[config.mk]
export PLATFORM = sky130hd
export DESIGN_NAME = pdcfg_regs
export DESIGN_NICKNAME = d
export VERILOG_FILES = /design/src/shared/pdcfg_pkg.sv /design/src/core/pdcfg_trip_detect.sv /design/src/core/pdcfg_current_calc.sv /design/src/core/pdcfg_regs.sv
export SDC_FILE = /design/constraint.sdc
export NUM_CORES = 1
export LEC_CHECK = 0
export BUFFER_PORTS_ARGS = -buffer_cell sky130_fd_sc_hd__buf_4
export CELL_PAD_IN_SITES_DETAIL_PLACEMENT = 1
export CELL_PAD_IN_SITES_GLOBAL_PLACEMENT = 1
export CORE_MARGIN = 3
export CORE_UTILIZATION = 49
export CTS_CLUSTER_DIAMETER = 150
export DETAILED_ROUTE_END_ITERATION = 8
export HOLD_SLACK_MARGIN = 0.12
export PLACE_DENSITY = 0.82
export SETUP_SLACK_MARGIN = 0.15
export SLEW_MARGIN = 10
export SYNTH_ARGS = -nofsm -noshare
export SYNTH_HDL_FRONTEND = slang
export SYNTH_SLANG_ARGS = --single-unit
[constraint.sdc]
create_clock -name mclk_i -period 4.5 [get_ports mclk_i]
set_clock_uncertainty 0.05 [all_clocks]
set_input_delay 0 -clock mclk_i [delete_from_list [all_inputs] [get_ports mclk_i]]
set_output_delay 0 -clock mclk_i [all_outputs]
set_load 0.05 [all_outputs]
[src/shared/pdcfg_pkg.sv]
// Purpose: Constants for the power derating configuration register bank.
// Assumes: Byte-wide registers at byte offsets; battery voltage in millivolts.
// Notes: Power caps count in 0.5 W steps; currents are in milliamps.

package pdcfg_pkg;

  // ----------------------------------------------------------------
  // Register offsets
  // ----------------------------------------------------------------
  localparam logic [7:0] ADDR_BL1_CAP = 8'h23;
  localparam logic [7:0] ADDR_BL1_MASK = 8'h24;
  localparam logic [7:0] ADDR_BL2_CAP = 8'h25;
  localparam logic [7:0] ADDR_BL2_MASK = 8'h26;
  localparam logic [7:0] ADDR_TW1_CAP = 8'h27;
  localparam logic [7:0] ADDR_TW1_MASK = 8'h28;
  localparam logic [7:0] ADDR_TW2_CAP = 8'h29;
  localparam logic [7:0] ADDR_TW2_MASK = 8'h2A;
  localparam logic [7:0] ADDR_THR_A = 8'h2B;
  localparam logic [7:0] ADDR_THR_B = 8'h2C;

  // ----------------------------------------------------------------
  // Reset values
  // ----------------------------------------------------------------
  localparam logic [7:0] RST_CAP_45W = 8'h5A;
  localparam logic [7:0] RST_CAP_15W = 8'h1E;
  localparam logic [7:0] RST_CAP_30W = 8'h3C;
  localparam logic [7:0] RST_PDO_MASK = 8'hBE;
  localparam logic [7:0] RST_THR_A = 8'h48;
  localparam logic [7:0] RST_THR_B = 8'hA2;
  localparam logic [7:0] CAP_NONE = 8'hFF;
  localparam logic [7:0] MASK_ALL = 8'hFF;
  localparam logic [7:0] RDATA_UNMAPPED = 8'h00;

  // ----------------------------------------------------------------
  // Field layout of the threshold register
  // ----------------------------------------------------------------
  localparam int THR1_MSB = 7;
  localparam int THR1_LSB = 4;
  localparam logic [3:0] THR_CODE_OFF = 4'h0;
  localparam logic [3:0] THR_CODE_FIRST = 4'h1;

  // ----------------------------------------------------------------
  // Analogue scaling (millivolts, milliwatts)
  // ----------------------------------------------------------------
  localparam logic [15:0] TRIP_TOP_MV = 16'h3138;   // 12600 mV at code 1.
  localparam logic [15:0] TRIP_STEP_MV = 16'h0190;  // 400 mV per code.
  localparam logic [15:0] HYST_MV = 16'h0320;       // 800 mV.
  localparam logic [15:0] MW_PER_COUNT = 16'h01F4;  // 500 mW per count.
  localparam logic [15:0] MA_PER_A = 16'h03E8;      // 1000.
  localparam logic [15:0] CURRENT_MAX_MA = 16'hFFFF;

endpackage

[src/core/pdcfg_trip_detect.sv]
// Purpose: Decodes the low-battery trip code and tracks the low state.
// Assumes: batt_mv_i is a settled millivolt reading synchronous to mclk_i.
// Notes: The low flag sets below the falling point, clears at or above it plus hysteresis.

`timescale 1ns/1ps

module pdcfg_trip_detect (
  input wire logic mclk_i,
  input wire logic rst_n_i,
  input wire logic [3:0] code_i,
  input wire logic [15:0] batt_mv_i,
  output logic batt_low_o,
  output logic [15:0] trip_mv_o
);

  logic enabled;
  logic [3:0] steps;
  logic [19:0] drop_mv;
  logic [15:0] fall_mv;
  logic [16:0] rise_mv;
  logic next_low;

  assign enabled = (code_i != pdcfg_pkg::THR_CODE_OFF);
  assign steps = code_i - pdcfg_pkg::THR_CODE_FIRST;
  assign drop_mv = 20'(steps) * 20'(pdcfg_pkg::TRIP_STEP_MV);
  assign fall_mv = pdcfg_pkg::TRIP_TOP_MV - drop_mv[15:0];
  assign rise_mv = {1'b0, fall_mv} + {1'b0, pdcfg_pkg::HYST_MV};

  // Hysteresis keeps the cap from chattering on a noisy battery rail.
  assign next_low = !enabled ? 1'b0 :
                    (batt_mv_i < fall_mv) ? 1'b1 :
                    ({1'b0, batt_mv_i} >= rise_mv) ? 1'b0 : batt_low_o;

  always_ff @(posedge mclk_i or negedge rst_n_i) begin
    if (!rst_n_i) begin
      batt_low_o <= 1'b0;
      trip_mv_o <= 16'h0000;
    end else begin
      batt_low_o <= next_low;
      trip_mv_o <= enabled ? fall_mv : 16'h0000;
    end
  end

endmodule

[src/core/pdcfg_current_calc.sv]
// Purpose: Derives a PDO current from a power cap and the PDO voltage.
// Assumes: Cap counts 0.5 W; voltage in millivolts.
// Notes: A zero voltage yields zero current rather than dividing by zero.

`timescale 1ns/1ps

module pdcfg_current_calc (
  input wire logic mclk_i,
  input wire logic rst_n_i,
  input wire logic [7:0] cap_i,
  input wire logic [15:0] pdo_mv_i,
  output logic [15:0] current_ma_o
);

  logic [23:0] power_mw;
  logic [33:0] scaled;
  logic [33:0] quotient;
  logic [15:0] next_ma;

  assign power_mw = 24'(cap_i) * 24'(pdcfg_pkg::MW_PER_COUNT);
  assign scaled = 34'(power_mw) * 34'(pdcfg_pkg::MA_PER_A);
  assign quotient = (pdo_mv_i == 16'h0000) ? 34'h0 : scaled / 34'(pdo_mv_i);
  assign next_ma = (quotient > 34'(pdcfg_pkg::CURRENT_MAX_MA)) ?
                   pdcfg_pkg::CURRENT_MAX_MA : quotient[15:0];

  always_ff @(posedge mclk_i or negedge rst_n_i) begin
    if (!rst_n_i) begin
      current_ma_o <= 16'h0000;
    end else begin
      current_ma_o <= next_ma;
    end
  end

endmodule

[src/core/pdcfg_regs.sv]
// Purpose: Power derating configuration registers and derating selection.
// Assumes: Register strobes are synchronous to mclk_i; condition inputs are levels.
// Notes: Read data appears on the edge after reg_rd_i.
//
// What this block does
// - Below battery level one, cap power at its register, 0.5 W steps, reset 45 W.
// - Below battery level two, cap power at its own register, reset 15 W.
// - Each temperature warning level caps power; resets 45 W and 30 W.
// - Each condition has an 8-bit PDO mask, reset 0xBE.
// - Enabled PDO current comes from the active condition cap, not normal rating.
// - Level one code: 0 off, 1..15 trip 12.6 V down 0.4 V, 800 mV hysteresis.

`timescale 1ns/1ps

module pdcfg_regs (
  input wire logic mclk_i,
  input wire logic rst_n_i,
  input wire logic [7:0] reg_addr_i,
  input wire logic reg_wr_i,
  input wire logic reg_rd_i,
  input wire logic [7:0] reg_wdata_i,
  output logic [7:0] reg_rdata_o,
  input wire logic [15:0] batt_mv_i,
  input wire logic batt_low2_i,
  input wire logic temp_warn1_i,
  input wire logic temp_warn2_i,
  input wire logic [7:0] normal_power_cap_i,
  input wire logic [15:0] pdo_mv_i,
  output logic batt_low1_o,
  output logic [15:0] batt_low1_trip_mv_o,
  output logic derating_active_o,
  output logic [7:0] derated_power_cap_o,
  output logic [7:0] derated_pdo_mask_o,
  output logic [15:0] pdo_current_ma_o
);

  // ----------------------------------------------------------------
  // Reset release
  // ----------------------------------------------------------------
  logic rst_meta;
  logic rst_sync;

  always_ff @(posedge mclk_i or negedge rst_n_i) begin
    if (!rst_n_i) begin
      rst_meta <= 1'b0;
      rst_sync <= 1'b0;
    end else begin
      rst_meta <= 1'b1;
      rst_sync <= rst_meta;
    end
  end

  // ----------------------------------------------------------------
  // Functions
  // ----------------------------------------------------------------
  function automatic logic [7:0] pdcfg_min(input logic [7:0] a, input logic [7:0] b);
    pdcfg_min = (a < b) ? a : b;
  endfunction

  function automatic logic [7:0] pdcfg_gate_cap(input logic act, input logic [7:0] cap);
    pdcfg_gate_cap = act ? cap : pdcfg_pkg::CAP_NONE;
  endfunction

  function automatic logic [7:0] pdcfg_gate_mask(input logic act, input logic [7:0] mask);
    pdcfg_gate_mask = act ? mask : pdcfg_pkg::MASK_ALL;
  endfunction

  // ----------------------------------------------------------------
  // Register storage
  // ----------------------------------------------------------------
  logic [7:0] batt_low_level1_power_cap;
  logic [7:0] batt_low_level1_pdo_mask;
  logic [7:0] batt_low_level2_power_cap;
  logic [7:0] batt_low_level2_pdo_mask;
  logic [7:0] temp_warn1_power_cap;
  logic [7:0] temp_warn1_pdo_mask;
  logic [7:0] temp_warn2_power_cap;
  logic [7:0] temp_warn2_pdo_mask;
  logic [7:0] batt_low_threshold_a;
  logic [7:0] batt_low_threshold_b;

  wire wr_bl1_cap = reg_wr_i && (reg_addr_i == pdcfg_pkg::ADDR_BL1_CAP);
  wire wr_bl1_mask = reg_wr_i && (reg_addr_i == pdcfg_pkg::ADDR_BL1_MASK);
  wire wr_bl2_cap = reg_wr_i && (reg_addr_i == pdcfg_pkg::ADDR_BL2_CAP);
  wire wr_bl2_mask = reg_wr_i && (reg_addr_i == pdcfg_pkg::ADDR_BL2_MASK);
  wire wr_tw1_cap = reg_wr_i && (reg_addr_i == pdcfg_pkg::ADDR_TW1_CAP);
  wire wr_tw1_mask = reg_wr_i && (reg_addr_i == pdcfg_pkg::ADDR_TW1_MASK);
  wire wr_tw2_cap = reg_wr_i && (reg_addr_i == pdcfg_pkg::ADDR_TW2_CAP);
  wire wr_tw2_mask = reg_wr_i && (reg_addr_i == pdcfg_pkg::ADDR_TW2_MASK);
  wire wr_thr_a = reg_wr_i && (reg_addr_i == pdcfg_pkg::ADDR_THR_A);
  wire wr_thr_b = reg_wr_i && (reg_addr_i == pdcfg_pkg::ADDR_THR_B);

  always_ff @(posedge mclk_i or negedge rst_sync) begin
    if (!rst_sync) begin
      batt_low_level1_power_cap <= pdcfg_pkg::RST_CAP_45W;
      batt_low_level1_pdo_mask <= pdcfg_pkg::RST_PDO_MASK;
      batt_low_level2_power_cap <= pdcfg_pkg::RST_CAP_15W;
      batt_low_level2_pdo_mask <= pdcfg_pkg::RST_PDO_MASK;
      temp_warn1_power_cap <= pdcfg_pkg::RST_CAP_45W;
      temp_warn1_pdo_mask <= pdcfg_pkg::RST_PDO_MASK;
      temp_warn2_power_cap <= pdcfg_pkg::RST_CAP_30W;
      temp_warn2_pdo_mask <= pdcfg_pkg::RST_PDO_MASK;
      batt_low_threshold_a <= pdcfg_pkg::RST_THR_A;
      batt_low_threshold_b <= pdcfg_pkg::RST_THR_B;
    end else begin
      if (wr_bl1_cap) batt_low_level1_power_cap <= reg_wdata_i;
      if (wr_bl1_mask) batt_low_level1_pdo_mask <= reg_wdata_i;
      if (wr_bl2_cap) batt_low_level2_power_cap <= reg_wdata_i;
      if (wr_bl2_mask) batt_low_level2_pdo_mask <= reg_wdata_i;
      if (wr_tw1_cap) temp_warn1_power_cap <= reg_wdata_i;
      if (wr_tw1_mask) temp_warn1_pdo_mask <= reg_wdata_i;
      if (wr_tw2_cap) temp_warn2_power_cap <= reg_wdata_i;
      if (wr_tw2_mask) temp_warn2_pdo_mask <= reg_wdata_i;
      if (wr_thr_a) batt_low_threshold_a <= reg_wdata_i;
      if (wr_thr_b) batt_low_threshold_b <= reg_wdata_i;
    end
  end

  // ----------------------------------------------------------------
  // Read path
  // ----------------------------------------------------------------
  logic [7:0] rd_sel;

  always_comb begin
    case (reg_addr_i)
      pdcfg_pkg::ADDR_BL1_CAP: rd_sel = batt_low_level1_power_cap;
      pdcfg_pkg::ADDR_BL1_MASK: rd_sel = batt_low_level1_pdo_mask;
      pdcfg_pkg::ADDR_BL2_CAP: rd_sel = batt_low_level2_power_cap;
      pdcfg_pkg::ADDR_BL2_MASK: rd_sel = batt_low_level2_pdo_mask;
      pdcfg_pkg::ADDR_TW1_CAP: rd_sel = temp_warn1_power_cap;
      pdcfg_pkg::ADDR_TW1_MASK: rd_sel = temp_warn1_pdo_mask;
      pdcfg_pkg::ADDR_TW2_CAP: rd_sel = temp_warn2_power_cap;
      pdcfg_pkg::ADDR_TW2_MASK: rd_sel = temp_warn2_pdo_mask;
      pdcfg_pkg::ADDR_THR_A: rd_sel = batt_low_threshold_a;
      pdcfg_pkg::ADDR_THR_B: rd_sel = batt_low_threshold_b;
      default: rd_sel = pdcfg_pkg::RDATA_UNMAPPED;
    endcase
  end

  always_ff @(posedge mclk_i or negedge rst_sync) begin
    if (!rst_sync) begin
      reg_rdata_o <= pdcfg_pkg::RDATA_UNMAPPED;
    end else if (reg_rd_i) begin
      reg_rdata_o <= rd_sel;
    end
  end

  // ----------------------------------------------------------------
  // Level one low-battery detection
  // ----------------------------------------------------------------
  wire [3:0] thr1_code = batt_low_threshold_a[pdcfg_pkg::THR1_MSB:pdcfg_pkg::THR1_LSB];

  pdcfg_trip_detect u_trip (
    .mclk_i(mclk_i),
    .rst_n_i(rst_sync),
    .code_i(thr1_code),
    .batt_mv_i(batt_mv_i),
    .batt_low_o(batt_low1_o),
    .trip_mv_o(batt_low1_trip_mv_o)
  );

  // ----------------------------------------------------------------
  // Derating selection
  // ----------------------------------------------------------------
  // Inactive conditions contribute the neutral cap and mask, so the
  // minimum and the intersection only see the active ones.
  wire [7:0] cap_bl1 = pdcfg_gate_cap(batt_low1_o, batt_low_level1_power_cap);
  wire [7:0] cap_bl2 = pdcfg_gate_cap(batt_low2_i, batt_low_level2_power_cap);
  wire [7:0] cap_tw1 = pdcfg_gate_cap(temp_warn1_i, temp_warn1_power_cap);
  wire [7:0] cap_tw2 = pdcfg_gate_cap(temp_warn2_i, temp_warn2_power_cap);
  wire [7:0] mask_bl1 = pdcfg_gate_mask(batt_low1_o, batt_low_level1_pdo_mask);
  wire [7:0] mask_bl2 = pdcfg_gate_mask(batt_low2_i, batt_low_level2_pdo_mask);
  wire [7:0] mask_tw1 = pdcfg_gate_mask(temp_warn1_i, temp_warn1_pdo_mask);
  wire [7:0] mask_tw2 = pdcfg_gate_mask(temp_warn2_i, temp_warn2_pdo_mask);

  wire any_active = batt_low1_o || batt_low2_i || temp_warn1_i || temp_warn2_i;
  wire [7:0] min_cap = pdcfg_min(pdcfg_min(cap_bl1, cap_bl2), pdcfg_min(cap_tw1, cap_tw2));
  wire [7:0] all_mask = mask_bl1 & mask_bl2 & mask_tw1 & mask_tw2;
  wire [7:0] next_cap = any_active ? min_cap : normal_power_cap_i;
  wire [7:0] next_mask = any_active ? all_mask : pdcfg_pkg::MASK_ALL;

  always_ff @(posedge mclk_i or negedge rst_sync) begin
    if (!rst_sync) begin
      derating_active_o <= 1'b0;
      derated_power_cap_o <= pdcfg_pkg::CAP_NONE;
      derated_pdo_mask_o <= pdcfg_pkg::MASK_ALL;
    end else begin
      derating_active_o <= any_active;
      derated_power_cap_o <= next_cap;
      derated_pdo_mask_o <= next_mask;
    end
  end

  // ----------------------------------------------------------------
  // Offered current
  // ----------------------------------------------------------------
  // The registered cap feeds the divider so its long path starts at a flop.
  pdcfg_current_calc u_curr (
    .mclk_i(mclk_i),
    .rst_n_i(rst_sync),
    .cap_i(derated_power_cap_o),
    .pdo_mv_i(pdo_mv_i),
    .current_ma_o(pdo_current_ma_o)
  );

  // ----------------------------------------------------------------
  // Assertions
  // ----------------------------------------------------------------
  a_bl1_cap_applied: assert property (@(posedge mclk_i) disable iff (!rst_sync)
    batt_low1_o && !batt_low2_i && !temp_warn1_i && !temp_warn2_i
    |=> derated_power_cap_o == $past(batt_low_level1_power_cap))
    else $error("Level one battery cap not applied.");

  a_bl1_write_lands: assert property (@(posedge mclk_i) disable iff (!rst_sync)
    reg_wr_i && reg_addr_i == pdcfg_pkg::ADDR_BL1_CAP
    |=> batt_low_level1_power_cap == $past(reg_wdata_i))
    else $error("Level one cap write not stored.");

  a_bl2_cap_bound: assert property (@(posedge mclk_i) disable iff (!rst_sync)
    batt_low2_i |=> derated_power_cap_o <= $past(batt_low_level2_power_cap))
    else $error("Level two battery cap exceeded.");

  a_tw_cap_bound: assert property (@(posedge mclk_i) disable iff (!rst_sync)
    temp_warn1_i || temp_warn2_i |=> derating_active_o &&
    derated_power_cap_o <= $past(temp_warn1_i ? temp_warn1_power_cap
                                              : temp_warn2_power_cap))
    else $error("Temperature warning cap exceeded.");

  a_mask_subset: assert property (@(posedge mclk_i) disable iff (!rst_sync)
    temp_warn2_i |=> (derated_pdo_mask_o & ~$past(temp_warn2_pdo_mask)) == 8'h00)
    else $error("Mask keeps a PDO the warning removed.");

  a_bl2_mask_bound: assert property (@(posedge mclk_i) disable iff (!rst_sync)
    batt_low2_i
    |=> (derated_pdo_mask_o & ~$past(batt_low_level2_pdo_mask)) == 8'h00)
    else $error("Mask keeps a PDO level two removed.");

  a_tw1_mask_bound: assert property (@(posedge mclk_i) disable iff (!rst_sync)
    temp_warn1_i
    |=> (derated_pdo_mask_o & ~$past(temp_warn1_pdo_mask)) == 8'h00)
    else $error("Mask keeps a PDO warning one removed.");

  a_mask_readback: assert property (@(posedge mclk_i) disable iff (!rst_sync)
    reg_rd_i && reg_addr_i == pdcfg_pkg::ADDR_TW2_MASK
    |=> reg_rdata_o == $past(temp_warn2_pdo_mask))
    else $error("Mask register read back wrong.");

  a_rdata_holds: assert property (@(posedge mclk_i) disable iff (!rst_sync)
    !reg_rd_i |=> $stable(reg_rdata_o))
    else $error("Read data changed without a read.");

  a_current_follows: assert property (@(posedge mclk_i) disable iff (!rst_sync)
    derated_power_cap_o == 8'h00 ##1 $stable(derated_power_cap_o)
    |-> pdo_current_ma_o == 16'h0000)
    else $error("Current not derived from the cap.");

  a_zero_volt_current: assert property (@(posedge mclk_i) disable iff (!rst_sync)
    pdo_mv_i == 16'h0000 |=> pdo_current_ma_o == 16'h0000)
    else $error("Current not zero at zero volts.");

  a_normal_cap: assert property (@(posedge mclk_i) disable iff (!rst_sync)
    !any_active |=> derated_power_cap_o == $past(normal_power_cap_i))
    else $error("Normal rating not in force.");

  a_trip_disabled: assert property (@(posedge mclk_i) disable iff (!rst_sync)
    thr1_code == pdcfg_pkg::THR_CODE_OFF |=> !batt_low1_o)
    else $error("Detection active with code zero.");

  a_trip_zero_off: assert property (@(posedge mclk_i) disable iff (!rst_sync)
    thr1_code == pdcfg_pkg::THR_CODE_OFF |=> batt_low1_trip_mv_o == 16'h0000)
    else $error("Trip point shown with code zero.");

  a_trip_sets: assert property (@(posedge mclk_i) disable iff (!rst_sync)
    thr1_code == pdcfg_pkg::THR_CODE_FIRST && batt_mv_i < pdcfg_pkg::TRIP_TOP_MV |=> batt_low1_o)
    else $error("Level one did not trip below 12.6 V.");

  a_trip_hold: assert property (@(posedge mclk_i) disable iff (!rst_sync)
    batt_low1_o && thr1_code == pdcfg_pkg::THR_CODE_FIRST
    && batt_mv_i < pdcfg_pkg::TRIP_TOP_MV + pdcfg_pkg::HYST_MV |=> batt_low1_o)
    else $error("Level one released inside hysteresis.");

  a_min_of_two: assert property (@(posedge mclk_i) disable iff (!rst_sync)
    temp_warn1_i && temp_warn2_i |=> derated_power_cap_o ==
    pdcfg_min($past(cap_bl1), pdcfg_min($past(cap_bl2),
      pdcfg_min($past(temp_warn1_power_cap), $past(temp_warn2_power_cap)))))
    else $error("Smallest active cap not chosen.");

  a_idle_normal: assert property (@(posedge mclk_i) disable iff (!rst_sync)
    !any_active |=> !derating_active_o && derated_pdo_mask_o == 8'hFF)
    else $error("Derating shown with no condition.");

  c_bl1_trip: cover property (@(posedge mclk_i) disable iff (!rst_sync)
    !batt_low1_o ##1 batt_low1_o);
  c_two_active: cover property (@(posedge mclk_i) disable iff (!rst_sync)
    temp_warn1_i && batt_low2_i);
  c_cap_write: cover property (@(posedge mclk_i) disable iff (!rst_sync)
    wr_bl1_cap ##1 batt_low1_o);
  c_all_four: cover property (@(posedge mclk_i) disable iff (!rst_sync)
    batt_low1_o && batt_low2_i && temp_warn1_i && temp_warn2_i);
  c_zero_cap: cover property (@(posedge mclk_i) disable iff (!rst_sync)
    derated_power_cap_o == 8'h00);

endmodule

==> results.toml, run 1 <==
[status]
status = "aborted with a tool error"
stop_stage = "3_5_place_dp"
stop_error = "[ERROR DPL-0033] detailed placement checks failed during check placement."

[yosys]
yosysWarningCount = 0
synthArstFlopShare_pct = 100
synth_cells = 4771
syn_area_per_cell_sq_um = 7.66
synth_edf_count = 0
ys.flop_type = "dfrtp_1"
ys_types = 133
ys_ff_latch = 135
syn_area_sq_um = 36500
ys_seq_area_share_pct = 9.45

[floorplanning]
dieWidth_um = 279
pin_count = 121
die_height_um = 279
start_util_pct = 49.7
rows = 99

[placed_design]
io_buffer_count = 112
dpl.hpwl_um = 204000
place.gp.congestion = 0.969
## per-stage QoR
stage	instance area [sq um]	setup WS, ps	setup TNS (ps)	hold slack, ps	instances
floorplan	38300	-78290	-828360	-346	4783
global placement	52500	-74080	-786270	-264	7488
## cells by family after synthesis
group | count (synthesis) | share of synthesized area [%]
flip-flops | 135 | 9.45
buffers and inverters | 376 | 4.06
multiplexers | 215 | 6.56
AND/OR/NAND/NOR | 1684 | 22.9
XOR/XNOR | 281 | 6.74
adder cells (fa/ha/maj) | 625 | 22.7
AO/OA/AOI/OAI | 1453 | 27.5
other | 2 | 0.0206
## cells in the mapped netlist (12+ instances only)
| master | number | area share [%] |
|---|---|---|
| nor3_1 | 238 | 3.3 |
| a21boi_0 | 18 | 0.37 |
| and3_1 | 39 | 0.67 |
| o31ai_1 | 91 | 1.9 |
| a31o_2 | 12 | 0.29 |
| o31a_1 | 12 | 0.29 |
| xnor2_1 | 171 | 4.1 |
| dfstp_2 | 61 | 4.4 |
| a21oi_1 | 331 | 4.5 |
| a31oi_1 | 32 | 0.55 |
| nand3_1 | 99 | 1.4 |
| nand2b_1 | 82 | 1.4 |
| inv_1 | 243 | 2.5 |
| clkbuf_1 | 76 | 0.78 |
| a221oi_1 | 29 | 0.70 |
| o21bai_1 | 31 | 0.64 |
| o21ai_0 | 216 | 3.0 |
| or4_1 | 19 | 0.39 |
| dfrtp_1 | 74 | 5.1 |
| fa_1 | 64 | 3.5 |
| nand4_1 | 50 | 0.86 |
| o21a_1 | 215 | 4.4 |
| a22oi_1 | 34 | 0.70 |
| mux2i_1 | 41 | 1.1 |
| o21ai_1 | 17 | 0.23 |
| nor2_1 | 432 | 4.4 |
| ha_1 | 561 | 19 |
| and2_1 | 41 | 0.70 |
| buf_1 | 21 | 0.22 |
| nand2_1 | 390 | 4.0 |
| nor2b_1 | 74 | 1.3 |
| a211o_1 | 13 | 0.31 |
| a211oi_1 | 37 | 0.76 |
| mux2_2 | 164 | 5.1 |
| nand3b_1 | 13 | 0.27 |
| buf_2 | 19 | 0.26 |
| a21o_1 | 135 | 2.8 |
| nor4_1 | 23 | 0.39 |
| or3_1 | 42 | 0.72 |
| and4_1 | 17 | 0.41 |
| o211ai_1 | 37 | 0.76 |
| or2_2 | 60 | 1.0 |
| o22ai_1 | 23 | 0.39 |
| xor2_1 | 110 | 2.6 |
==> inputs of run 2 (changes only) <==
CELL_PAD_IN_SITES_DETAIL_PLACEMENT = not set   (was 1)
CELL_PAD_IN_SITES_GLOBAL_PLACEMENT = not set   (was 1)
CORE_UTILIZATION = 35   (was 49)
CTS_CLUSTER_DIAMETER = not set   (was 150)
HOLD_SLACK_MARGIN = not set   (was 0.12)
PLACE_DENSITY = not set   (was 0.82)
PLACE_DENSITY_LB_ADDON = 0.15   (was not set)
SETUP_SLACK_MARGIN = not set   (was 0.15)
==> results.toml, run 2 <==
[status]
status = "finished, violations left"
violations = "negative setup slack"

[global_route]
antenna_found_initial = 0
track_usage_pct = 27.5
gr-total-overflow = 0
grt_pass1_vias = 45600
grt_pass1_wl_um = 240000
grt_max_degree = 62

[layout]
layout_common_cells = "2,422 x buf_4, 497 x ha_1, 382 x nor2_1"
regMostFlops = "u_curr.current_ma_o"
top_regs = "u_curr.current_ma_o (16), u_trip.trip_mv_o (11)"
area_delta_synth_final_pct = 66.3
final_util_pct = 59.2
largest_reg_flops = 16
finalNonFillerCells = 8581
drive_above_1_share_pct = 46.3
final_common_cell = "buf_4"
nets = 7888
antenna_cells = 0

[timing]
setup_violations = 16
period_minus_slack_ps = 80640
tightestPinTransition_ps = 1080
whs_ps = 16.9
fin_crit_sh_pct = 1790
finalWorstSetupSlack_ps = -76140
finalMaxSlewViolations = 0
hold_viol_final = 0
fmaxAchievable_mhz = 12.4
rsz0062_at_grt = "true"
slew_headroom_pct = 27.9

[yosys]
synth_cells = 4771
synth_edf_count = 0
yosys-top-cells-area = "ha_1 19%, dfrtp_1 5.1%, mux2_2 5.1%"
ys.flop_type = "dfrtp_1"
synthXorXnorAreaFrac_pct = 6.74
syn_area_sq_um = 36500
synth_top_family_by_area = "compound AO/OA/AOI/OAI gates"
ys_types = 133
yosysWarningCount = 0
synthAdderAreaFrac_pct = 22.7
synth_compound_area_share_pct = 27.5
synthArstFlopShare_pct = 100
yosys.area.top_type = "ha_1"
synth_mux_area_share_pct = 6.56
yosys.area_share.simple_pct = 22.9
syn_area_per_cell_sq_um = 7.66
ys_ff_latch = 135
synth_top_area_share_pct = 19.2
synth.most_common_cell = "ha_1"
ys_seq_area_share_pct = 9.45
synthTopCellsByCount = "561 x ha_1, 432 x nor2_1, 390 x nand2_1, 331 x a21oi_1, 243 x inv_1"

[floorplanning]
dieWidth_um = 329
pin_count = 121
dieArea_sq_um = 108000
core_sq_um = 103000
start_util_pct = 35.6
rows = 117
die_height_um = 329

[worst_setup_path]
crit_start = "derated_power_cap_o[1]"
worstPathRequired_ps = 4800
crit_arrival_ps = 80940
cp_max_fo = 8
r2r_end = "u_curr.current_ma_o[0]"
worst-setup-path-type = "reg -> reg"
worst-path-stages = 442
crit_buf_inv = 88
critPathCaptureType = "flip-flop"
ff2ff_setup_slack_ps = -76140
rr_worst_depth = 442
crit_slowest_cell = "dfstp_4"
endpoint = "u_curr.current_ma_o[0]"
critPathLaunchType = "flip-flop"
path_common_cell = "o21a_1"
slowest_delay_ps = 650
r2r-start = "derated_power_cap_o[1]"
path_delay_family = "compound AO/OA/AOI/OAI gates"

[route]
wl_per_cell_um = 18.1
ant_nets = 0
vias = 46000
drc = 0
viasPerCell = 5.36
routed_wl_um = 156000
dr.pass1.iters = 6
drt_iter0_drc = 2560

[clock_tree]
h-tree-depth = 4
clkSinkCount = 135
cts_root_buf = "clkbuf_16"
cts_tree = "yes"
ctsLongestPathBuffers = 2
cts_buffers = 17
clk_latency_ps = 470
clk_pin_slew_worst_paths_ps = 110

[placed_design]
place.gp.congestion = 0.916
dpl.hpwl_um = 115000
io_buffer_count = 112
placed_cells = 7910

[hold_path]
hold_class = "in -> reg"
hp-start = "batt_mv_i[12]"

[run]
drv_cap = 0
[run 2: cell counts after synthesis]
Identical to the previous run, type by type.
[run 2: worst register-to-register path, delay by kind of cell, from the launching register on]
kind / cells / cell delay [ps]
compound gates: 220 / 41090
xor+xnor: 3 / 470
fa+ha+maj: 36 / 10930
buf+inv: 88 / 10670
flops: 1 / 650
mux: 9 / 2450
simple gates: 86 / 14160
[run 2: layout make-up]
| type | count | area (sq um) |
|---|---|---|
| repair buffers | 2526 | 19400 |
| inverters | 247 | 940 |
| clock buffers | 19 | 454 |
| fillers | 9149 | 41800 |
| flip-flops and latches | 135 | 3470 |
| clock inverters | 13 | 95.1 |
| well taps | 1368 | 1710 |
| multi-input cells | 4273 | 34700 |
[run 2: timing repair]
item                                    CTS  global route
cloned                                    5             3
endpoints found under the setup margin   16            25
setup buffers                           488           122
hold buffers                             27             0
resized for setup                       257           227
pin swaps                               146           215
hold endpoints to repair                108             0
[run 2: how the worst min path moves through the flow]
stage | to | slack (ps) | depth (start not counted)
after floorplan | rst_meta | -350 | 0
after global placement | rst_meta | -270 | 1
after detailed placement | rst_meta | -270 | 1
after CTS | u_trip.batt_low_o | 7 | 5
after global routing | u_trip.batt_low_o | 70 | 5
final | u_trip.batt_low_o | 20 | 5
[run 2: layer usage]
metal | GRT usage (%) | vias up | wire [um]
li1 | - | 22600 | -
met1 | 35.0 | 21600 | 68200
met2 | 46.9 | 1263 | 72400
met3 | 3.03 | 451 | 7310
met4 | 11.5 | 0 | 7750
met5 | 0 | - | 0
[run 2: cell families (layout without fill, tap and decap cells)]
logic type / count (synthesis) / in the layout
DFF: 135 / 135
AOI/OAI and AO/OA: 1453 / 1453
buffers and inverters: 376 / 2805
adders and majority gates: 625 / 625
muxes: 215 / 215
xor gates and xnor gates: 281 / 281
other: 2 / 14
and+or+nand+nor: 1684 / 1685
[run 2: stage by stage]
step / TNS [ps] / worst slack, ps / instance area, sq um
CTS: -784520 / -73850 / 58800
detailed placement: -814080 / -76580 / 53100
global route: -850310 / -79980 / 60800
floorplan: -828360 / -78290 / 38200
finish: -811380 / -76140 / 60800
global placement: -800200 / -75180 / 53100
Power of run 2 is left out: the tool's default activity adds up to more than one toggle a clock period on the data nets, which glitch-free logic cannot reach.
